[config.mk]
export PLATFORM = sky130hd
export DESIGN_NAME = led_status_indicator
export DESIGN_NICKNAME = d
export VERILOG_FILES = /design/src/verilog/led_pkg.sv /design/src/verilog/led_tick_gen.sv /design/src/verilog/led_serial_tx.sv /design/src/verilog/led_status_indicator.sv
export VERILOG_INCLUDE_DIRS = /design/src /design/src/verilog
export SDC_FILE = /design/constraint.sdc
export NUM_CORES = 1
export LEC_CHECK = 0
export ABC_AREA = 1
export BUFFER_PORTS_ARGS = -buffer_cell sky130_fd_sc_hd__clkbuf_2
export CAP_MARGIN = 20
export CORE_MARGIN = 4
export CORE_UTILIZATION = 25
export CTS_CLUSTER_SIZE = 10
export DETAILED_ROUTE_END_ITERATION = 10
export PLACE_DENSITY = 0.47
export SLEW_MARGIN = 40
export SYNTH_ARGS = -nofsm -noshare
export SYNTH_HDL_FRONTEND = slang
export SYNTH_SLANG_ARGS = --single-unit
export TNS_END_PERCENT = 50
[constraint.sdc]
create_clock -name mclk -period 2.35 [get_ports mclk]
set_input_delay 0.1175 -clock mclk [delete_from_list [all_inputs] [get_ports mclk]]
set_output_delay 0.1175 -clock mclk [all_outputs]
set_load 0.02 [all_outputs]
[src/verilog/led_cfg.svh]
// Register map, field positions, reset values and timing for LED logic
`ifndef LED_CFG_SVH
`define LED_CFG_SVH

// Register byte offsets
`define LED_OFF_MODE0   8'h00
`define LED_OFF_MODE1   8'h04
`define LED_OFF_MODE2   8'h08
`define LED_OFF_MODE3   8'h0c
`define LED_OFF_BEHAV   8'h10
`define LED_OFF_DRIVE   8'h14
`define LED_OFF_STAT    8'h18

// Field positions
`define LED_BH_RATE_LSB 16
`define LED_BH_SPLIT    18
`define LED_BH_BOOT     19
`define LED_DR_STYLE    4
`define LED_ST_BOOT     16

// Reset values
`define LED_MODE_RST    16'h8210
`define LED_BEHAV_RST   20'h80000
`define LED_DRIVE_RST   5'h10

// Timing
`define SERIAL_INDICATOR_CLOCK_NS      10
`define LED_NS_PER_MS   1000000
`define LED_UNIT_MS     25
`define LED_BOOT_MS     1000
`define LED_SER_HALF_NS 500

`endif

[src/verilog/led_pkg.sv]
// Types shared by the LED indicator modules
package led_pkg;

	// Display function codes of one LED
	typedef enum logic [3:0] {
		MODE_LINK_ANY  = 4'h0,
		MODE_LINK_1G   = 4'h1,
		MODE_LINK_100  = 4'h2,
		MODE_LINK_10   = 4'h3,
		MODE_LINK_FAST = 4'h4,
		MODE_LINK_10G  = 4'h5,
		MODE_LINK_SLOW = 4'h6,
		MODE_LINK_FIB  = 4'h7,
		MODE_DUPLEX    = 4'h8,
		MODE_COLL      = 4'h9,
		MODE_ACT       = 4'ha,
		MODE_FIB_ACT   = 4'hb,
		MODE_AN_FAULT  = 4'hc,
		MODE_SERIAL    = 4'hd,
		MODE_OFF       = 4'he,
		MODE_ON        = 4'hf
	} led_mode_t;

	// Serial stream sequencer
	typedef enum logic [0:0] {
		SER_IDLE  = 1'b0,
		SER_SHIFT = 1'b1
	} ser_state_t;

endpackage : led_pkg

[src/verilog/led_tick_gen.sv]
// Time base: 25 ms tick, blink phases and after-reset window
`timescale 1ns/10ps
module led_tick_gen #(
	parameter int UNIT_CYC   = 2500000,
	parameter int BOOT_UNITS = 40
) (
	// Clock and reset
	input  wire logic       mclk,
	input  wire logic       nrst,
	// Time base
	output logic            unit_tick,
	output logic [3:0]      phase,
	output logic            boot
);
	localparam int CW = $clog2(UNIT_CYC);
	localparam int BW = $clog2(BOOT_UNITS + 1);

	logic [CW-1:0] cyc_ff, nxt_cyc_ff;
	logic          tick_ff, nxt_tick_ff;
	logic [3:0]    phase_ff, nxt_phase_ff;
	logic [BW-1:0] boot_ff, nxt_boot_ff;

	if (UNIT_CYC < 2 || BOOT_UNITS < 1) begin : g_chk
		$error("led_tick_gen: counts too small");
	end

	// Phase bit k toggles every 2^k units: 20, 10, 5, 2.5 Hz
	always_comb begin
		nxt_tick_ff = 1'b0;
		nxt_cyc_ff = cyc_ff + 1'b1;
		nxt_phase_ff = phase_ff;
		nxt_boot_ff = boot_ff;
		if (cyc_ff == CW'(UNIT_CYC - 1)) begin
			nxt_cyc_ff = '0;
			nxt_tick_ff = 1'b1;
			nxt_phase_ff = phase_ff + 4'h1;
			if (boot_ff != '0) begin
				nxt_boot_ff = boot_ff - 1'b1;
			end
		end
	end

	always_ff @(posedge mclk or negedge nrst) begin
		if (!nrst) begin
			cyc_ff <= '0;
			tick_ff <= 1'b0;
			phase_ff <= 4'h0;
			boot_ff <= BW'(BOOT_UNITS);
		end else begin
			cyc_ff <= nxt_cyc_ff;
			tick_ff <= nxt_tick_ff;
			phase_ff <= nxt_phase_ff;
			boot_ff <= nxt_boot_ff;
		end
	end

	assign unit_tick = tick_ff;
	assign phase     = phase_ff;
	assign boot      = (boot_ff != '0);

endmodule : led_tick_gen

[src/verilog/led_serial_tx.sv]
// 48-bit serial status stream, data changes on falling clock
`timescale 1ns/10ps
module led_serial_tx #(
	parameter int HALF_CYC = 50
) (
	// Clock and reset
	input  wire logic        mclk,
	input  wire logic        nrst,
	// Status snapshot
	input  wire logic        en,
	input  wire logic [47:0] frame,
	// Stream pins
	output logic             sdata,
	output logic             sclk
);
	localparam int HW = $clog2(HALF_CYC + 1);

	led_pkg::ser_state_t st_ff, nxt_st_ff;
	logic [HW-1:0] half_ff, nxt_half_ff;
	logic [47:0]   sh_ff, nxt_sh_ff;
	logic [5:0]    bit_ff, nxt_bit_ff;
	logic          clk_ff, nxt_clk_ff;

	if (HALF_CYC < 1) begin : g_chk
		$error("led_serial_tx: HALF_CYC must be at least 1");
	end

	// Frames repeat back to back; snapshot taken at frame start
	always_comb begin
		nxt_st_ff = st_ff;
		nxt_half_ff = half_ff;
		nxt_sh_ff = sh_ff;
		nxt_bit_ff = bit_ff;
		nxt_clk_ff = clk_ff;
		unique case (st_ff)
			led_pkg::SER_IDLE: begin
				nxt_clk_ff = 1'b0;
				if (en) begin
					nxt_st_ff = led_pkg::SER_SHIFT;
					nxt_sh_ff = frame;
					nxt_bit_ff = 6'h00;
					nxt_half_ff = '0;
				end
			end
			led_pkg::SER_SHIFT: begin
				nxt_half_ff = half_ff + 1'b1;
				if (!en) begin
					nxt_st_ff = led_pkg::SER_IDLE;
					nxt_clk_ff = 1'b0;
				end else if (half_ff == HW'(HALF_CYC - 1)) begin
					nxt_half_ff = '0;
					nxt_clk_ff = ~clk_ff;
					if (clk_ff) begin
						if (bit_ff == 6'h2f) begin
							nxt_bit_ff = 6'h00;
							nxt_sh_ff = frame;
						end else begin
							nxt_bit_ff = bit_ff + 6'h01;
							nxt_sh_ff = {1'b0, sh_ff[47:1]};
						end
					end
				end
			end
		endcase
	end

	always_ff @(posedge mclk or negedge nrst) begin
		if (!nrst) begin
			st_ff <= led_pkg::SER_IDLE;
			half_ff <= '0;
			sh_ff <= 48'h0;
			bit_ff <= 6'h00;
			clk_ff <= 1'b0;
		end else begin
			st_ff <= nxt_st_ff;
			half_ff <= nxt_half_ff;
			sh_ff <= nxt_sh_ff;
			bit_ff <= nxt_bit_ff;
			clk_ff <= nxt_clk_ff;
		end
	end

	assign sdata = sh_ff[0];
	assign sclk  = clk_ff;

endmodule : led_serial_tx

[src/verilog/led_status_indicator.sv]
// Four-port LED status indicator: mode decode, stretch, drive, registers
//
// Our own choices: the address-and-strobe port and the address map.
`timescale 1ns/10ps
`include "led_cfg.svh"
module led_status_indicator #(
	parameter int UNIT_CYC =
		`LED_UNIT_MS * `LED_NS_PER_MS / `SERIAL_INDICATOR_CLOCK_NS,
	parameter int SER_HALF_CYC = `LED_SER_HALF_NS / `SERIAL_INDICATOR_CLOCK_NS
) (
	// Clock and reset
	input  wire logic        mclk,
	input  wire logic        nrst,
	// Register port
	input  wire logic [7:0]  reg_addr,
	input  wire logic [31:0] reg_wdata,
	input  wire logic        reg_wr,
	input  wire logic        reg_rd,
	output logic      [31:0] reg_rdata,
	// Link status, bit n belongs to port n
	input  wire logic [3:0]  link_1g_cu,
	input  wire logic [3:0]  link_1g_fi,
	input  wire logic [3:0]  link_100_cu,
	input  wire logic [3:0]  link_100_fi,
	input  wire logic [3:0]  link_10_cu,
	input  wire logic [3:0]  full_duplex,
	input  wire logic [3:0]  collision,
	input  wire logic [3:0]  tx_act,
	input  wire logic [3:0]  rx_act,
	input  wire logic [3:0]  an_fault,
	// LED pins, index port*4 + led
	output logic      [15:0] led_out,
	output logic      [15:0] led_oe_n
);
	localparam int BOOT_UNITS = `LED_BOOT_MS / `LED_UNIT_MS;

	if (UNIT_CYC < 2 || SER_HALF_CYC < 1) begin : g_chk
		$error("led_status_indicator: counts too small");
	end

	// Activity source of an LED for its mode
	function automatic logic act_src(
		input led_pkg::led_mode_t m,
		input logic split,
		input logic tx,
		input logic rx,
		input logic cl,
		input logic fib
	);
		case (m)
			led_pkg::MODE_DUPLEX,
			led_pkg::MODE_COLL:    act_src = cl;
			led_pkg::MODE_ACT:     act_src = split ? tx : (tx | rx);
			led_pkg::MODE_FIB_ACT:
				act_src = split ? rx : ((tx | rx) & fib);
			default:               act_src = tx | rx;
		endcase
	endfunction : act_src

	// Logical state; lk = {10cu, 100fi, 100cu, 1gfi, 1gcu}
	function automatic logic eval(
		input led_pkg::led_mode_t m,
		input logic [4:0] lk,
		input logic fd,
		input logic anf,
		input logic on,
		input logic str,
		input logic ph
	);
		logic pat_l;
		logic pat_a;
		// Stretch shows as an off window on link modes
		pat_l = on ? (str ? 1'b0 : ph) : 1'b1;
		pat_a = on & (str | ph);
		case (m)
			led_pkg::MODE_LINK_ANY:  eval = (|lk) & pat_l;
			led_pkg::MODE_LINK_1G:
				eval = (lk[0] | lk[1]) & pat_l;
			led_pkg::MODE_LINK_100:
				eval = (lk[2] | lk[3]) & pat_l;
			led_pkg::MODE_LINK_10:   eval = lk[4] & pat_l;
			led_pkg::MODE_LINK_FAST:
				eval = (|lk[3:0]) & pat_l;
			led_pkg::MODE_LINK_10G:
				eval = (lk[4] | lk[1] | lk[0]) & pat_l;
			led_pkg::MODE_LINK_SLOW:
				eval = (lk[4] | lk[3] | lk[2]) & pat_l;
			led_pkg::MODE_LINK_FIB:
				eval = (lk[3] | lk[1]) & pat_l;
			led_pkg::MODE_DUPLEX:
				eval = (|lk) & (fd | pat_a);
			led_pkg::MODE_COLL,
			led_pkg::MODE_ACT,
			led_pkg::MODE_FIB_ACT:   eval = pat_a;
			led_pkg::MODE_AN_FAULT:  eval = anf;
			led_pkg::MODE_ON:        eval = 1'b1;
			default:                 eval = 1'b0;
		endcase
	endfunction : eval

	// Register state
	logic [15:0] mode_ff [4];
	logic [15:0] nxt_mode_ff [4];
	logic [19:0] behav_ff, nxt_behav_ff;
	logic [4:0]  drive_ff, nxt_drive_ff;
	logic [31:0] rdata_ff, nxt_rdata_ff;

	// LED state
	logic [4:0]  cnt_ff [16];
	logic [4:0]  nxt_cnt_ff [16];
	logic [15:0] state_ff, nxt_state_ff;
	logic [15:0] out_ff, nxt_out_ff;
	logic [15:0] oe_n_ff, nxt_oe_n_ff;

	// Decoded per LED
	led_pkg::led_mode_t md [16];
	logic [15:0] src;
	logic [15:0] str_sel;
	logic [4:0]  lk [4];
	logic [3:0]  fib;
	logic [1:0]  rate;
	logic        split;
	logic        ser_en;
	logic [47:0] ser_frame;

	// Time base and stream
	logic        unit_tick;
	logic [3:0]  phase;
	logic        boot;
	logic        ser_data;
	logic        ser_clk;

	led_tick_gen #(
		.UNIT_CYC   (UNIT_CYC),
		.BOOT_UNITS (BOOT_UNITS)
	) u_tick (
		.mclk      (mclk),
		.nrst      (nrst),
		.unit_tick (unit_tick),
		.phase     (phase),
		.boot      (boot)
	);

	led_serial_tx #(
		.HALF_CYC (SER_HALF_CYC)
	) u_ser (
		.mclk  (mclk),
		.nrst  (nrst),
		.en    (ser_en),
		.frame (ser_frame),
		.sdata (ser_data),
		.sclk  (ser_clk)
	);

	assign rate    = behav_ff[`LED_BH_RATE_LSB +: 2];
	assign split   = behav_ff[`LED_BH_SPLIT];
	assign str_sel = behav_ff[15:0];
	// Serial stream only from LED 0 of port 0
	assign ser_en  = (md[0] == led_pkg::MODE_SERIAL);

	// Per-LED mode, link vector and activity source
	always_comb begin
		for (int p = 0; p < 4; p++) begin
			lk[p] = {link_10_cu[p], link_100_fi[p], link_100_cu[p],
				link_1g_fi[p], link_1g_cu[p]};
			fib[p] = link_100_fi[p] | link_1g_fi[p];
		end
		for (int i = 0; i < 16; i++) begin
			md[i] = led_pkg::led_mode_t'(mode_ff[i / 4][(i % 4) * 4 +: 4]);
			src[i] = act_src(md[i], split, tx_act[i / 4], rx_act[i / 4],
				collision[i / 4], fib[i / 4]);
		end
	end

	// Serial frame: 12 bits per port, port 0 first
	always_comb begin
		ser_frame = 48'h0;
		for (int p = 0; p < 4; p++) begin
			ser_frame[p * 12 + 0] = eval(led_pkg::MODE_LINK_ANY, lk[p],
				full_duplex[p], an_fault[p], tx_act[p] | rx_act[p],
				1'b0, phase[rate]);
			ser_frame[p * 12 + 1] = eval(led_pkg::MODE_LINK_1G, lk[p],
				full_duplex[p], an_fault[p], tx_act[p] | rx_act[p],
				1'b0, phase[rate]);
			ser_frame[p * 12 + 2] = eval(led_pkg::MODE_LINK_100, lk[p],
				full_duplex[p], an_fault[p], tx_act[p] | rx_act[p],
				1'b0, phase[rate]);
			ser_frame[p * 12 + 3] = eval(led_pkg::MODE_LINK_10, lk[p],
				full_duplex[p], an_fault[p], tx_act[p] | rx_act[p],
				1'b0, phase[rate]);
			ser_frame[p * 12 + 4] = eval(led_pkg::MODE_LINK_FIB, lk[p],
				full_duplex[p], an_fault[p], tx_act[p] | rx_act[p],
				1'b0, phase[rate]);
			ser_frame[p * 12 + 5] = eval(led_pkg::MODE_DUPLEX, lk[p],
				full_duplex[p], an_fault[p], collision[p],
				1'b0, phase[rate]);
			ser_frame[p * 12 + 6] = collision[p] & phase[rate];
			ser_frame[p * 12 + 7] = (tx_act[p] | rx_act[p]) & phase[rate];
			ser_frame[p * 12 + 8] = act_src(led_pkg::MODE_FIB_ACT, 1'b0,
				tx_act[p], rx_act[p], collision[p], fib[p]) & phase[rate];
			ser_frame[p * 12 + 9] = tx_act[p] & phase[rate];
			ser_frame[p * 12 + 10] = rx_act[p] & phase[rate];
			ser_frame[p * 12 + 11] = an_fault[p];
		end
	end

	// Stretch counters retrigger on activity, count down in 25 ms units
	always_comb begin
		for (int i = 0; i < 16; i++) begin
			nxt_cnt_ff[i] = cnt_ff[i];
			if (src[i]) begin
				nxt_cnt_ff[i] = 5'h02 << rate;
			end else if (unit_tick && cnt_ff[i] != 5'h00) begin
				nxt_cnt_ff[i] = cnt_ff[i] - 5'h01;
			end
		end
	end

	// Logical state, then polarity and drive style on top
	always_comb begin
		nxt_state_ff = 16'h0;
		nxt_out_ff = 16'h0;
		nxt_oe_n_ff = 16'hffff;
		for (int i = 0; i < 16; i++) begin
			if (boot && behav_ff[`LED_BH_BOOT] &&
					md[i] != led_pkg::MODE_OFF &&
					md[i] != led_pkg::MODE_ON) begin
				nxt_state_ff[i] = phase[2];
			end else if (i == 0 || i == 1) begin
				// Port 0 LED 0 feeds the stream if it selects it
				nxt_state_ff[i] = eval(md[i], lk[0], full_duplex[0],
					an_fault[0], str_sel[i] ? (cnt_ff[i] != 5'h00) : src[i],
					str_sel[i], phase[rate]);
			end else begin
				nxt_state_ff[i] = eval(md[i], lk[i / 4],
					full_duplex[i / 4], an_fault[i / 4],
					str_sel[i] ? (cnt_ff[i] != 5'h00) : src[i],
					str_sel[i], phase[rate]);
			end
			if (nxt_state_ff[i]) begin
				nxt_out_ff[i] = drive_ff[i % 4];
				nxt_oe_n_ff[i] = 1'b0;
			end else begin
				nxt_out_ff[i] = ~drive_ff[i % 4];
				nxt_oe_n_ff[i] = drive_ff[`LED_DR_STYLE];
			end
		end
		// Stream takes LED0 and LED1 of port 0; others stay normal
		if (ser_en) begin
			nxt_out_ff[0] = ser_data;
			nxt_oe_n_ff[0] = 1'b0;
			nxt_out_ff[1] = ser_clk;
			nxt_oe_n_ff[1] = 1'b0;
		end
	end

	// Register writes
	always_comb begin
		nxt_mode_ff = mode_ff;
		nxt_behav_ff = behav_ff;
		nxt_drive_ff = drive_ff;
		if (reg_wr) begin
			case (reg_addr)
				`LED_OFF_MODE0: nxt_mode_ff[0] = reg_wdata[15:0];
				`LED_OFF_MODE1: nxt_mode_ff[1] = reg_wdata[15:0];
				`LED_OFF_MODE2: nxt_mode_ff[2] = reg_wdata[15:0];
				`LED_OFF_MODE3: nxt_mode_ff[3] = reg_wdata[15:0];
				`LED_OFF_BEHAV: nxt_behav_ff = reg_wdata[19:0];
				`LED_OFF_DRIVE: nxt_drive_ff = reg_wdata[4:0];
				default: ;
			endcase
		end
	end

	// Read data, zero for unmapped offsets and idle cycles
	always_comb begin
		nxt_rdata_ff = 32'h0;
		if (reg_rd) begin
			case (reg_addr)
				`LED_OFF_MODE0: nxt_rdata_ff = {16'h0, mode_ff[0]};
				`LED_OFF_MODE1: nxt_rdata_ff = {16'h0, mode_ff[1]};
				`LED_OFF_MODE2: nxt_rdata_ff = {16'h0, mode_ff[2]};
				`LED_OFF_MODE3: nxt_rdata_ff = {16'h0, mode_ff[3]};
				`LED_OFF_BEHAV: nxt_rdata_ff = {12'h0, behav_ff};
				`LED_OFF_DRIVE: nxt_rdata_ff = {27'h0, drive_ff};
				`LED_OFF_STAT: begin
					nxt_rdata_ff = {16'h0, state_ff};
					nxt_rdata_ff[`LED_ST_BOOT] = boot;
				end
				default: nxt_rdata_ff = 32'h0;
			endcase
		end
	end

	always_ff @(posedge mclk or negedge nrst) begin
		if (!nrst) begin
			for (int p = 0; p < 4; p++) begin
				mode_ff[p] <= `LED_MODE_RST;
			end
			behav_ff <= `LED_BEHAV_RST;
			drive_ff <= `LED_DRIVE_RST;
			rdata_ff <= 32'h0;
		end else begin
			mode_ff <= nxt_mode_ff;
			behav_ff <= nxt_behav_ff;
			drive_ff <= nxt_drive_ff;
			rdata_ff <= nxt_rdata_ff;
		end
	end

	// LED pipeline; pins idle tristated during reset
	always_ff @(posedge mclk or negedge nrst) begin
		if (!nrst) begin
			for (int i = 0; i < 16; i++) begin
				cnt_ff[i] <= 5'h00;
			end
			state_ff <= 16'h0;
			out_ff <= 16'hffff;
			oe_n_ff <= 16'hffff;
		end else begin
			cnt_ff <= nxt_cnt_ff;
			state_ff <= nxt_state_ff;
			out_ff <= nxt_out_ff;
			oe_n_ff <= nxt_oe_n_ff;
		end
	end

	assign reg_rdata = rdata_ff;
	assign led_out   = out_ff;
	assign led_oe_n  = oe_n_ff;

endmodule : led_status_indicator

==> impl_metrics.prom, run 1 <==
# TYPE chip_impl_metric gauge
chip_impl_info{name="run_status",value="finished, final reports clean"} 1
chip_impl_info{name="layout_commonest_cell",value="nand2_1"} 1
chip_impl_metric{name="chipHeight",unit="µm"} 290
chip_impl_metric{name="final_hold_viol_count",unit=""} 0
chip_impl_metric{name="fmax",unit="GHz"} 0.445
chip_impl_metric{name="dp.final_hpwl",unit="µm"} 59100
chip_impl_metric{name="detailroute.via_count",unit=""} 19400
chip_impl_metric{name="period_needed",unit="ns"} 2.25
chip_impl_metric{name="worst_hold_slack",unit="ns"} 0.0399
chip_impl_metric{name="io_pins",unit=""} 148
chip_impl_metric{name="totalWireLength",unit="µm"} 77300
chip_impl_metric{name="total_leakage_power",unit="µW"} 0.0114
chip_impl_metric{name="place.port_buffers",unit=""} 123
chip_impl_info{name="r2r-start",value="behav_ff[18]$_DFFE_PN0P_"} 1
chip_impl_metric{name="first_global_vias",unit=""} 18700
chip_impl_info{name="timing.critical_path.mode_cell",value="nand2_1"} 1
chip_impl_metric{name="p_int",unit="µW"} 10600
chip_impl_metric{name="gr-total-overflow",unit=""} 0
chip_impl_metric{name="cap_viol_max_count",unit=""} 0
chip_impl_metric{name="seq_power_share",unit="%"} 42.5
chip_impl_metric{name="grt_pass1_wl",unit="µm"} 116000
chip_impl_metric{name="ys_async_sr_fraction",unit="%"} 100
chip_impl_metric{name="routedWlPerCell",unit="µm"} 19.2
chip_impl_metric{name="core_region_area",unit="µm²"} 78900
chip_impl_metric{name="drtIter0Drc",unit=""} 1673
chip_impl_info{name="timing.critical_path.from_type",value="flip-flop"} 1
chip_impl_metric{name="r2r_setup_slack",unit="ns"} 0.10
chip_impl_metric{name="deepest_clock_path_buffer_count",unit=""} 3
chip_impl_metric{name="fin_skew",unit="ns"} 0.0255
chip_impl_metric{name="power_frac_comb",unit="%"} 14.3
chip_impl_metric{name="layout_stage_area_growth_over_the_synthesis_result",unit="%"} 22.3
chip_impl_metric{name="post_synth_edffs",unit=""} 0
chip_impl_metric{name="globalplace.congestion",unit=""} 0.974
chip_impl_metric{name="drt_pre_antenna_iters",unit=""} 6
chip_impl_info{name="most-common-layout-cells",value="nand2_1, inv_1, dfrtp_1, nor2_1, nand3_1"} 1
chip_impl_metric{name="switching_pwr",unit="µW"} 4330
chip_impl_info{name="worst_hold_path_endpoint",value="u_ser.sh_ff[42]$_DFFE_PN0P_"} 1
chip_impl_metric{name="die-area",unit="µm²"} 84000
chip_impl_metric{name="powerDensity",unit="nW/µm²"} 615
chip_impl_metric{name="final_cell_utilization_of_the_core",unit="%"} 30.8
chip_impl_metric{name="worstSkewPairLatency",unit="ns"} 0.58
chip_impl_metric{name="layout.nets",unit=""} 3063
chip_impl_metric{name="layout_worst_path_cycle_share",unit="%"} 95.7
chip_impl_metric{name="post_synth_num_cell_types",unit=""} 56
chip_impl_info{name="hold_class",value="input port to flip-flop"} 1
chip_impl_metric{name="ant_nets",unit=""} 0
chip_impl_metric{name="post-cts-setup-buffers",unit=""} 0
chip_impl_metric{name="avgSynthCellArea",unit="µm²"} 7.41
chip_impl_metric{name="pre_cts_ws",unit="ns"} 0.0263
chip_impl_metric{name="h-tree-depth",unit=""} 2
chip_impl_metric{name="worstPathRequired",unit="ns"} 2.86
chip_impl_metric{name="r2r_cells",unit=""} 14
chip_impl_metric{name="power.switching_fraction",unit="%"} 29.0
chip_impl_metric{name="floorplan.die.width",unit="µm"} 290
chip_impl_info{name="critPathSlowestCell",value="dfrtp_2"} 1
chip_impl_metric{name="largest_net_degree_at_the_start_of_global_routing",unit=""} 62
chip_impl_metric{name="total_power",unit="µW"} 14900
chip_impl_info{name="crit_path_cell_trace",value="o21bai_1 > nand2_1 > nand3_1 > nand2_1 > o21ai_1 > nor2_1 > nor2_1 > nand2_1 > nand2_1 > nand2_1 > nand2_1 > nand2_1 > nand2_1 > nand2_1"} 1
chip_impl_info{name="crit_path_max_delay_family",value="simple AND/OR/NAND/NOR gates"} 1
chip_impl_metric{name="timing.setup.tns",unit="ns"} 0
chip_impl_metric{name="drv_slew",unit=""} 0
chip_impl_metric{name="nFillCells",unit=""} 8704
chip_impl_info{name="synth-main-ff-cell",value="dfrtp_1"} 1
chip_impl_metric{name="layout-drive-gt1-share",unit="%"} 14.9
chip_impl_metric{name="cts.sink_count",unit=""} 332
chip_impl_metric{name="clock_transition_at_path_regs",unit="ns"} 0.06
chip_impl_metric{name="yosys_warnings",unit=""} 0
chip_impl_metric{name="slew-limit-headroom",unit="%"} 62.2
chip_impl_metric{name="synth-seq-cells",unit=""} 332
chip_impl_metric{name="avgViaCountPerCell",unit=""} 4.81
chip_impl_metric{name="hold_path_depth",unit=""} 5
chip_impl_metric{name="cp_slowest_stage_delay",unit="ns"} 0.47
chip_impl_metric{name="worstPathMaxFanout",unit=""} 7
chip_impl_metric{name="clockPowerShare",unit="%"} 43.2
chip_impl_info{name="cts_root_buffer",value="clkbuf_16"} 1
chip_impl_info{name="worstHoldStart",value="collision[3]"} 1
chip_impl_metric{name="max_slew.worst_pin.slew",unit="ns"} 0.565
chip_impl_info{name="regToRegEndpoint",value="led_out[1]$_DFF_PN1_"} 1
chip_impl_metric{name="drc",unit=""} 0
chip_impl_metric{name="mappedNetlistArea",unit="µm²"} 19800
chip_impl_metric{name="initial_antenna_violation_count",unit=""} 8
chip_impl_metric{name="cp_data_arrival_time",unit="ns"} 2.76
chip_impl_metric{name="setup_slack",unit="ns"} 0.101
chip_impl_info{name="cts_tree",value="yes"} 1
chip_impl_metric{name="portion_of_the_post_synthesis_area_used_by_sequential_elements",unit="%"} 42.2
chip_impl_metric{name="effective_utilization_at_floorplan",unit="%"} 25.2
chip_impl_info{name="rsz0062_at_grt",value="true"} 1
chip_impl_metric{name="gr-usage-all-layers",unit="%"} 18.2
chip_impl_metric{name="post_synth_inst_count",unit=""} 2677
chip_impl_metric{name="num_rows",unit=""} 103
chip_impl_metric{name="setup_viol_count_final",unit=""} 0
chip_impl_info{name="category_of_the_most_critical_setup_path",value="flip-flop to flip-flop"} 1
chip_impl_metric{name="worst_ir_drop_vdd",unit="mV"} 0.434
chip_impl_metric{name="cts_inserted_buffers",unit=""} 42
chip_impl_metric{name="timing.critical_path.buf_inv",unit=""} 0
chip_impl_info{name="worst_setup_end_kind",value="flip-flop"} 1
cells in the mapped netlist (18+ instances only):
cell type  count  area, µm²
inv_1        343       1290
nand2_1      688       2580
o221ai_1      39        342
buf_4         18        135
a21oi_1      120        601
xor2_1        46        403
buf_2         24        120
nand3_1      186        931
nand3b_1      24        180
clkbuf_1      32        120
o21ai_0      161        806
o311ai_0      35        307
nand4_1       29        181
nor3_1        47        235
inv_2         18       67.6
nor2_1       267       1000
dfrtp_1      284       7110
o22ai_1       29        181
o211ai_1      31        233
ha_1          39        488
dfstp_2       48       1260
stage by stage:
stage                     cells  cell area [µm²]
final                      4024            24300
after global placement     3917            22600
after floorplan            2688            19900
after CTS                  4023            24200
after global routing       4023            24300
after detailed placement   3917            22600
logic make-up after synthesis:
family	Yosys count	share of synthesized area, %
multiplexers	2	0.107
AND/OR/NAND/NOR	1297	28.0
buffers and inverters	447	9.05
XOR/XNOR	63	2.78
other	1	0.0189
AO/OA/AOI/OAI	496	15.4
adder cells (fa/ha/maj)	39	2.46
flip-flops	332	42.2
worst max path at each step:
stage	from	endpoint	cells past startpoint	slack (ns)
after floorplan	u_tick.cyc_ff[0]$_DFF_PN0_	u_tick.cyc_ff[20]$_DFF_PN0_	12	0.55
after global placement	behav_ff[18]$_DFFE_PN0P_	led_out[9]$_DFF_PN1_	13	0.09
after detailed placement	behav_ff[18]$_DFFE_PN0P_	led_out[9]$_DFF_PN1_	13	0.03
after CTS	behav_ff[18]$_DFFE_PN0P_	led_out[10]$_DFF_PN1_	12	0.07
after global routing	behav_ff[18]$_DFFE_PN0P_	led_out[3]$_DFF_PN1_	13	-0.02
final	behav_ff[18]$_DFFE_PN0P_	led_out[1]$_DFF_PN1_	14	0.10
state kept, by name (all words and copies together) (netlist names), 16 cells and up:
register and flops:
state_ff 16, behav_ff 20, led_out 16, reg_rdata 20
cnt_ff 80, md 64, led_oe_n 16, u_ser.sh_ff 48
u_tick.cyc_ff 22
power by group through the flow:
stage / clock (µW) / sequential (µW) / combinational, µW
2_1_floorplan: 0 / 6500 / 1050
3_3_place_gp: 0 / 6440 / 2090
3_5_place_dp: 0 / 6440 / 2090
4_1_cts: 6640 / 6340 / 2140
5_1_grt: 6880 / 6380 / 2380
6_report: 6440 / 6340 / 2140
worst reg2reg max path, stage by stage (launching register included):
cell and delay (ns):
dfrtp_2 0.47, o21bai_1 0.48, nand2_1 0.10, nand3_1 0.13
nand2_1 0.10, o21ai_1 0.20, nor2_1 0.06, nor2_1 0.10
nand2_1 0.07, nand2_1 0.07, nand2_1 0.10, nand2_1 0.09
nand2_1 0.08, nand2_1 0.07, nand2_1 0.05
repair_timing:
action	CTS	global route
hold buffers	29	0
resized for setup	1	11
endpoints found under the hold margin	326	0
gates cloned	0	0
pin swaps	0	0
setup endpoints to repair	4	39
routing by layer:
metal | part of all wire (%) | track usage (%) | vias to the layer above | routed length, µm
met2 | 44 | 28.2 | 601 | 34000
met5 | 0.047 | 0 | - | 36
met1 | 47 | 26.5 | 9298 | 36300
met4 | 2.8 | 5.05 | 4 | 2190
met3 | 6.3 | 2.71 | 107 | 4880
li1 | - | - | 9359 | -
layout make-up:
type | count | area, µm² | area share, %
Multi-Input combinational cell | 1909 | 9760 | 40.2
Inverter | 363 | 1360 | 5.61
Clock inverter | 6 | 105 | 0.433
Timing Repair Buffer | 292 | 2120 | 8.72
Clock buffer | 71 | 1240 | 5.11
Sequential cell | 332 | 8370 | 34.5
Antenna cell | 1 | 2.50 | 0.0103
Tap cell | 1050 | 1310 | 5.41
Power figures use the tool's default switching activity.
==> run 2: changes to the inputs <==
Settings changed: CORE_ASPECT_RATIO set to 0.8.
==> run 2 against run 1 <==
Compared with the run above: critical path depth is 1 lower; global-route usage is 0.46 points higher; via count is 1.1% higher; cell area is 0.15% higher; critical endpoint is now led_out[11]$_DFF_PN1_; combinational power is 2% higher; non-clock buffer count is 13 higher.
==> impl_metrics.prom, run 2 (synthesized netlist as in run 1, its figures left out) <==
# TYPE chip_impl_metric gauge
chip_impl_info{name="run_status",value="finished, final reports clean"} 1
chip_impl_info{name="crit_path_max_delay_family",value="compound AO/OA/AOI/OAI gates"} 1
chip_impl_metric{name="cp_slowest_stage_delay",unit="ns"} 0.48
chip_impl_info{name="layout_commonest_cell",value="nand2_1"} 1
chip_impl_metric{name="clock_transition_at_path_regs",unit="ns"} 0.06
chip_impl_metric{name="cts_inserted_buffers",unit=""} 41
chip_impl_metric{name="totalWireLength",unit="µm"} 79400
chip_impl_metric{name="max_slew.worst_pin.slew",unit="ns"} 0.705
chip_impl_metric{name="initial_antenna_violation_count",unit=""} 12
chip_impl_metric{name="slew-limit-headroom",unit="%"} 51.8
chip_impl_metric{name="final_cell_utilization_of_the_core",unit="%"} 30.9
chip_impl_info{name="worst_setup_end_kind",value="flip-flop"} 1
chip_impl_metric{name="fin_skew",unit="ns"} 0.0212
chip_impl_metric{name="layout-drive-gt1-share",unit="%"} 15.1
chip_impl_metric{name="cp_data_arrival_time",unit="ns"} 2.66
chip_impl_info{name="crit_path_cell_trace",value="buf_4 > o21ai_0 > buf_4 > nand3_1 > o211ai_1 > o21ai_0 > o21ai_0 > nand2_1 > nand3_1 > nand2_1 > nand2_1 > nand2_1 > nand2_1"} 1
chip_impl_metric{name="powerDensity",unit="nW/µm²"} 605
chip_impl_metric{name="routedWlPerCell",unit="µm"} 19.7
chip_impl_metric{name="drc",unit=""} 0
chip_impl_metric{name="core_region_area",unit="µm²"} 78700
chip_impl_metric{name="die-area",unit="µm²"} 84000
chip_impl_metric{name="avgViaCountPerCell",unit=""} 4.87
chip_impl_metric{name="timing.critical_path.buf_inv",unit=""} 2
chip_impl_metric{name="timing.setup.tns",unit="ns"} 0
chip_impl_metric{name="gr-total-overflow",unit=""} 0
chip_impl_info{name="most_flops_register",value="cnt_ff"} 1
chip_impl_metric{name="num_rows",unit=""} 92
chip_impl_info{name="most-common-layout-cells",value="nand2_1, inv_1, dfrtp_1, nor2_1, nand3_1"} 1
chip_impl_metric{name="placed_cells",unit=""} 3910
chip_impl_metric{name="fin_cells",unit=""} 4022
chip_impl_metric{name="setup_slack",unit="ns"} 0.183
chip_impl_metric{name="effective_utilization_at_floorplan",unit="%"} 25.2
chip_impl_metric{name="cap_viol_max_count",unit=""} 0
chip_impl_metric{name="layout.nets",unit=""} 3075
chip_impl_metric{name="worstPathRequired",unit="ns"} 2.84
chip_impl_metric{name="io_pins",unit=""} 148
chip_impl_metric{name="largest_reg_flops",unit=""} 80
chip_impl_metric{name="place.port_buffers",unit=""} 123
chip_impl_metric{name="drtIter0Drc",unit=""} 2247
chip_impl_metric{name="worst_hold_slack",unit="ns"} 0.0302
chip_impl_info{name="cts_tree",value="yes"} 1
chip_impl_metric{name="globalplace.congestion",unit=""} 0.938
chip_impl_metric{name="total_leakage_power",unit="µW"} 0.0115
chip_impl_info{name="critPathSlowestCell",value="dfrtp_2"} 1
chip_impl_metric{name="pre_cts_ws",unit="ns"} 0.143
chip_impl_metric{name="drv_slew",unit=""} 0
chip_impl_metric{name="detailroute.via_count",unit=""} 19600
chip_impl_metric{name="worstPathMaxFanout",unit=""} 5
chip_impl_metric{name="layout_stage_area_growth_over_the_synthesis_result",unit="%"} 22.5
chip_impl_metric{name="final_hold_viol_count",unit=""} 0
chip_impl_info{name="category_of_the_most_critical_setup_path",value="flip-flop to flip-flop"} 1
chip_impl_metric{name="chipHeight",unit="µm"} 260
chip_impl_metric{name="h-tree-depth",unit=""} 2
chip_impl_info{name="hold_class",value="input port to flip-flop"} 1
chip_impl_metric{name="gr-usage-all-layers",unit="%"} 18.7
chip_impl_metric{name="layout_worst_path_cycle_share",unit="%"} 92.2
chip_impl_metric{name="largest_net_degree_at_the_start_of_global_routing",unit=""} 64
chip_impl_metric{name="worst_ir_drop_vdd",unit="mV"} 0.410
chip_impl_metric{name="ant_nets",unit=""} 0
chip_impl_metric{name="setup_viol_count_final",unit=""} 0
chip_impl_metric{name="cts.sink_count",unit=""} 332
chip_impl_metric{name="worstSkewPairLatency",unit="ns"} 0.58
chip_impl_metric{name="grt_pass1_wl",unit="µm"} 118000
chip_impl_info{name="timing.critical_path.mode_cell",value="nand2_1"} 1
chip_impl_metric{name="floorplan.die.width",unit="µm"} 323
chip_impl_metric{name="deepest_clock_path_buffer_count",unit=""} 3
chip_impl_metric{name="drt_pre_antenna_iters",unit=""} 5
chip_impl_info{name="rsz0062_at_grt",value="false"} 1
chip_impl_info{name="timing.critical_path.from_type",value="flip-flop"} 1
chip_impl_metric{name="fmax",unit="GHz"} 0.461
chip_impl_metric{name="period_needed",unit="ns"} 2.17
chip_impl_metric{name="first_global_vias",unit=""} 18200
chip_impl_metric{name="dp.final_hpwl",unit="µm"} 61400
chip_impl_info{name="cts_root_buffer",value="clkbuf_16"} 1
[run 2: timing repair]
item / CTS / global route
hold endpoints to repair: 227 / 0
setup buffers: 0 / 1
endpoints found under the setup margin: 0 / 31
resized for setup: 0 / 15
hold buffers: 32 / 0
[run 2: per-layer routing]
layer	vias to the layer above	track usage [%]	share of wire, %
li1	9399	-	-
met1	9281	28.1	48
met2	796	26.3	40
met3	107	4.71	9.4
met4	4	4.81	2.5
met5	-	0	0.045
[run 2: stage by stage]
stage                     area [µm²]  power [µW]
after floorplan                19900        7540
final                          24300       14700
after global placement         22700        8610
after detailed placement       22700        8600
after CTS                      24200       14900
after global routing           24300       15400
[run 2: layout make-up]
type,instances,area [µm²]
diodes,5,12.5
clock buffers,70,1240
clock inverters,4,23.8
fillers,8529,54400
inverters,363,1370
multi-input cells,1909,9760
flip-flops and latches,332,8370
well taps,1034,1290
repair buffers,305,2250
[run 2: path summary, 6_finish.rpt]
check                                               from                            end  slack [ns]  depth (start not counted)
setup / recovery                behav_ff[18]$_DFFE_PN0P_          led_out[11]$_DFF_PN1_        0.18                         13
hold / removal                            full_duplex[3]    u_ser.sh_ff[41]$_DFFE_PN0P_        0.03                          3
setup reg to reg                behav_ff[18]$_DFFE_PN0P_          led_out[11]$_DFF_PN1_        0.18                         13
hold reg to reg            u_tick.boot_ff[0]$_DFFE_PN0P_  u_tick.boot_ff[0]$_DFFE_PN0P_        0.47                          1
max in group asynchronous                           nrst           led_out[5]$_DFF_PN1_        1.47                          3
min in group asynchronous                           nrst    u_ser.bit_ff[3]$_DFFE_PN0P_        0.11                          2
[run 2: report_power, final]
| group | switching [µW] | internal, µW |
|---|---|---|
| clock | 2590 | 3560 |
| sequential | 276 | 6100 |
| combinational | 1510 | 682 |
[run 2: worst min-delay path, cell delays in order]
cell      delay [ns]
clkbuf_2        0.18
a21oi_1         0.15
o211ai_1        0.10
==> run 3: changes to the inputs <==
Settings changed: ABC_AREA 1 to not set, RECOVER_POWER set to 25.
==> run 3 against run 2 <==
Compared with the run above: the flow now finishes with violations (negative setup slack); non-clock buffer count grew 116; sequential power shrank 1%; register-to-register slack lost 0.25 ns; first-iteration DRC count shrank 35%; cell count shrank 12%; clock skew grew 0.019 ns; synthesized area grew 0.11%; sequential cell count is the same; critical endpoint is now led_out[13]$_DFF_PN1_; largest power group unchanged.
==> impl_metrics.prom, run 3 <==
# TYPE chip_impl_metric gauge
chip_impl_info{name="run_status",value="finished with violations"} 1
chip_impl_info{name="violations_in_the_final_reports",value="negative setup slack"} 1
chip_impl_metric{name="globalplace.congestion",unit=""} 0.925
chip_impl_metric{name="cts.sink_count",unit=""} 332
chip_impl_info{name="critPathSlowestCell",value="or4b_4"} 1
chip_impl_metric{name="drt_pre_antenna_iters",unit=""} 5
chip_impl_metric{name="grt_pass1_wl",unit="µm"} 114000
chip_impl_metric{name="fin_cells",unit=""} 3547
chip_impl_info{name="cts_root_buffer",value="clkbuf_16"} 1
chip_impl_metric{name="netlist.area_leader.share",unit="%"} 35.8
chip_impl_metric{name="r2r_setup_slack",unit="ns"} -0.07
chip_impl_info{name="yosys.cell_count.top_type",value="dfrtp_1"} 1
chip_impl_metric{name="pre_cts_ws",unit="ns"} -0.322
chip_impl_info{name="synth.top_cells.by_count",value="dfrtp_1, nand2_1, o21ai_0"} 1
chip_impl_metric{name="final_cell_utilization_of_the_core",unit="%"} 32.0
chip_impl_info{name="layout_commonest_cell",value="dfrtp_1"} 1
chip_impl_metric{name="synth_mux_area_share",unit="%"} 8.90
chip_impl_metric{name="h-tree-depth",unit=""} 2
chip_impl_metric{name="largest_reg_flops",unit=""} 80
chip_impl_metric{name="cp_data_arrival_time",unit="ns"} 2.93
chip_impl_metric{name="dp.final_hpwl",unit="µm"} 57500
chip_impl_info{name="category_of_the_most_critical_setup_path",value="flip-flop to flip-flop"} 1
chip_impl_metric{name="r2r_cells",unit=""} 10
chip_impl_metric{name="gr-total-overflow",unit=""} 0
chip_impl_metric{name="drv_slew",unit=""} 0
chip_impl_metric{name="place.port_buffers",unit=""} 123
chip_impl_metric{name="layout-drive-gt1-share",unit="%"} 28.7
chip_impl_metric{name="multi_input_area",unit="µm²"} 10900
chip_impl_info{name="r2r-start",value="u_tick.boot_ff[1]$_DFFE_PN0P_"} 1
chip_impl_info{name="crit_end",value="led_out[13]$_DFF_PN1_"} 1
chip_impl_metric{name="drtIter0Drc",unit=""} 1457
chip_impl_metric{name="final_hold_viol_count",unit=""} 0
chip_impl_metric{name="cts_inserted_buffers",unit=""} 41
chip_impl_metric{name="layout.area.seq",unit="µm²"} 8370
chip_impl_metric{name="initial_antenna_violation_count",unit=""} 2
chip_impl_info{name="regToRegEndpoint",value="led_out[13]$_DFF_PN1_"} 1
chip_impl_info{name="crit_path_max_delay_family",value="simple AND/OR/NAND/NOR gates"} 1
chip_impl_metric{name="fmax",unit="GHz"} 0.414
chip_impl_metric{name="cap_viol_max_count",unit=""} 0
chip_impl_metric{name="detailroute.via_count",unit=""} 18000
chip_impl_metric{name="worstPathRequired",unit="ns"} 2.86
chip_impl_metric{name="worstPathMaxFanout",unit=""} 4
chip_impl_metric{name="layout.nets",unit=""} 2603
chip_impl_metric{name="deepest_clock_path_buffer_count",unit=""} 3
chip_impl_metric{name="clock_transition_at_path_regs",unit="ns"} 0.06
chip_impl_metric{name="post_synth_num_cell_types",unit=""} 101
chip_impl_metric{name="yosys.area_share.xor_xnor",unit="%"} 4.85
chip_impl_info{name="worst_setup_end_kind",value="flip-flop"} 1
chip_impl_metric{name="slew-limit-headroom",unit="%"} 19.7
chip_impl_metric{name="layout_stage_area_growth_over_the_synthesis_result",unit="%"} 26.9
chip_impl_info{name="synth-main-ff-cell",value="dfrtp_1"} 1
chip_impl_metric{name="largest_net_degree_at_the_start_of_global_routing",unit=""} 78
chip_impl_info{name="most_flops_register",value="cnt_ff"} 1
chip_impl_metric{name="period_needed",unit="ns"} 2.42
chip_impl_metric{name="max_slew.worst_pin.slew",unit="ns"} 1.20
chip_impl_metric{name="setup_slack",unit="ns"} -0.0674
chip_impl_info{name="synth_top_family_by_area",value="simple AND/OR/NAND/NOR gates"} 1
chip_impl_metric{name="totalWireLength",unit="µm"} 76600
chip_impl_metric{name="effective_utilization_at_floorplan",unit="%"} 25.2
chip_impl_metric{name="avgSynthCellArea",unit="µm²"} 9.20
chip_impl_metric{name="dpl_cell_area",unit="µm²"} 23200
chip_impl_metric{name="layout_worst_path_cycle_share",unit="%"} 103
chip_impl_metric{name="fin_skew",unit="ns"} 0.0402
chip_impl_info{name="netlist_top_cells_area",value="dfrtp_1, dfstp_2, mux2_2"} 1
chip_impl_metric{name="nFillCells",unit=""} 8215
chip_impl_metric{name="drc",unit=""} 0
chip_impl_metric{name="synth-seq-cells",unit=""} 332
chip_impl_metric{name="post_synth_edffs",unit=""} 0
chip_impl_info{name="crit_path_cell_trace",value="inv_2 > ha_4 > or4b_4 > o21ai_4 > o22a_1 > o311ai_1 > o221ai_1 > buf_4 > mux2i_1 > or4_1"} 1
chip_impl_metric{name="worst_ir_drop_vdd",unit="mV"} 0.458
chip_impl_info{name="timing.critical_path.from_type",value="flip-flop"} 1
chip_impl_metric{name="yosys_warnings",unit=""} 0
chip_impl_metric{name="placed_cells",unit=""} 3424
chip_impl_info{name="hold_class",value="input port to flip-flop"} 1
chip_impl_metric{name="floorplan.die.width",unit="µm"} 323
chip_impl_metric{name="ys_async_sr_fraction",unit="%"} 100
chip_impl_metric{name="total_power",unit="µW"} 14700
chip_impl_metric{name="mappedNetlistArea",unit="µm²"} 19900
chip_impl_metric{name="chipHeight",unit="µm"} 260
chip_impl_metric{name="worstSkewPairLatency",unit="ns"} 0.59
chip_impl_metric{name="num_rows",unit=""} 92
chip_impl_metric{name="routedWlPerCell",unit="µm"} 21.6
chip_impl_info{name="most-common-layout-cells",value="dfrtp_1, buf_4, nand2_1, o21ai_0, nor2_1"} 1
chip_impl_metric{name="total_leakage_power",unit="µW"} 0.0110
chip_impl_info{name="synthDominantAreaCellType",value="dfrtp_1"} 1
chip_impl_metric{name="gr-usage-all-layers",unit="%"} 17.9
chip_impl_metric{name="avgViaCountPerCell",unit=""} 5.07
chip_impl_metric{name="finalInstanceArea",unit="µm²"} 25200
chip_impl_metric{name="io_pins",unit=""} 148
chip_impl_metric{name="timing.critical_path.buf_inv",unit=""} 2
chip_impl_metric{name="synthAdderAreaFrac",unit="%"} 2.46
chip_impl_metric{name="ant_nets",unit=""} 0
chip_impl_metric{name="portion_of_the_post_synthesis_area_used_by_sequential_elements",unit="%"} 42.1
chip_impl_metric{name="setup_viol_count_final",unit=""} 7
chip_impl_info{name="startpoint",value="u_tick.boot_ff[1]$_DFFE_PN0P_"} 1
chip_impl_info{name="rsz0062_at_grt",value="true"} 1
chip_impl_metric{name="powerDensity",unit="nW/µm²"} 583
chip_impl_metric{name="die-area",unit="µm²"} 84100
chip_impl_metric{name="core_region_area",unit="µm²"} 78700
chip_impl_metric{name="post_synth_inst_count",unit=""} 2161
chip_impl_metric{name="synth_compound_gate_area_share",unit="%"} 17.3
chip_impl_metric{name="cp_slowest_stage_delay",unit="ns"} 0.49
chip_impl_metric{name="first_global_vias",unit=""} 17500
chip_impl_info{name="cts_tree",value="yes"} 1
chip_impl_metric{name="synthSimpleGateAreaFrac",unit="%"} 19.5
chip_impl_metric{name="cp_num_cells",unit=""} 10
[run 3: changes by cell type after synthesis, sizes merged, moves of 38 or more]
cell | before | now
nand2 | 693 | 247
inv | 361 | 75
nand3 | 193 | 50
nor2 | 290 | 151
mux2 | 1 | 105
clkbuf | 37 | 107
xnor2 | 17 | 73
mux2i | 1 | 45
nand2b | 0 | 40
a22oi | 5 | 43
[run 3: worst min-delay path by stage]
stage                   from                       to  cells after the start
6_report       reg_wdata[15]        md[3]$_DFFE_PN1P_                      2
2_1_floorplan           nrst  behav_ff[0]$_DFFE_PN0P_                      0
3_5_place_dp            nrst  behav_ff[7]$_DFFE_PN0P_                      1
3_3_place_gp            nrst   cnt_ff[51]$_DFFE_PN0P_                      1
5_1_grt        reg_wdata[15]        md[3]$_DFFE_PN1P_                      2
4_1_cts        reg_wdata[15]        md[3]$_DFFE_PN1P_                      2
[run 3: cell families after synthesis]
| group | after synthesis |
|---|---|
| multiplexers | 156 |
| AO/OA/AOI/OAI | 529 |
| flip-flops | 332 |
| other | 1 |
| AND/OR/NAND/NOR | 762 |
| buffers and inverters | 232 |
| XOR/XNOR | 110 |
| adder cells (fa/ha/maj) | 39 |
[run 3: metrics by stage]
| stage | hold WS, ns | setup TNS [ns] |
|---|---|---|
| finish | 0.0266 | -0.147 |
| global route | 0.0317 | -2.07 |
| CTS | 0.000946 | -0.0698 |
| detailed placement | 0.0619 | -4.50 |
| global placement | 0.0598 | -2.82 |
| floorplan | -0.178 | 0 |
[run 3: timing repair]
| action | 4_1_cts | 5_1_grt |
|---|---|---|
| endpoints found under the setup margin | 42 | 44 |
| buffers inserted | 15 | 9 |
| pin swaps | 19 | 26 |
| hold buffers | 24 | 0 |
| resized for setup | 37 | 52 |
| hold endpoints to repair | 345 | 0 |
[run 3: report_power, final]
| group | leakage (µW) | internal (µW) | switching [µW] | total [µW] |
|---|---|---|---|---|
| logic | 0.00627 | 924 | 1320 | 2240 |
| clock network | 0.000597 | 3450 | 2720 | 6160 |
| registers | 0.00408 | 6010 | 303 | 6310 |
| total | 0.0110 | 10400 | 4330 | 14700 |
[run 3: routing by layer]
layer | vias to the layer above | wire length [µm] | share of wire [%] | GRT usage [%]
li1 | 8338 | - | - | -
met1 | 8898 | 37300 | 49 | 26.6
met2 | 658 | 31900 | 42 | 26.4
met3 | 93 | 5650 | 7.4 | 3.90
met4 | 0 | 1640 | 2.1 | 4.13
met5 | - | 0 | 0 | 0
[run 3: area by class of cell]
cell class | count | area share (%)
clock inverter | 7 | 0.456
inverter | 76 | 1.15
sequential | 332 | 33.2
timing repair buffer | 421 | 12.2
multi-input combinational | 1608 | 43.3
clock buffer | 68 | 4.51
antenna | 1 | 0.00992
tap | 1034 | 5.13
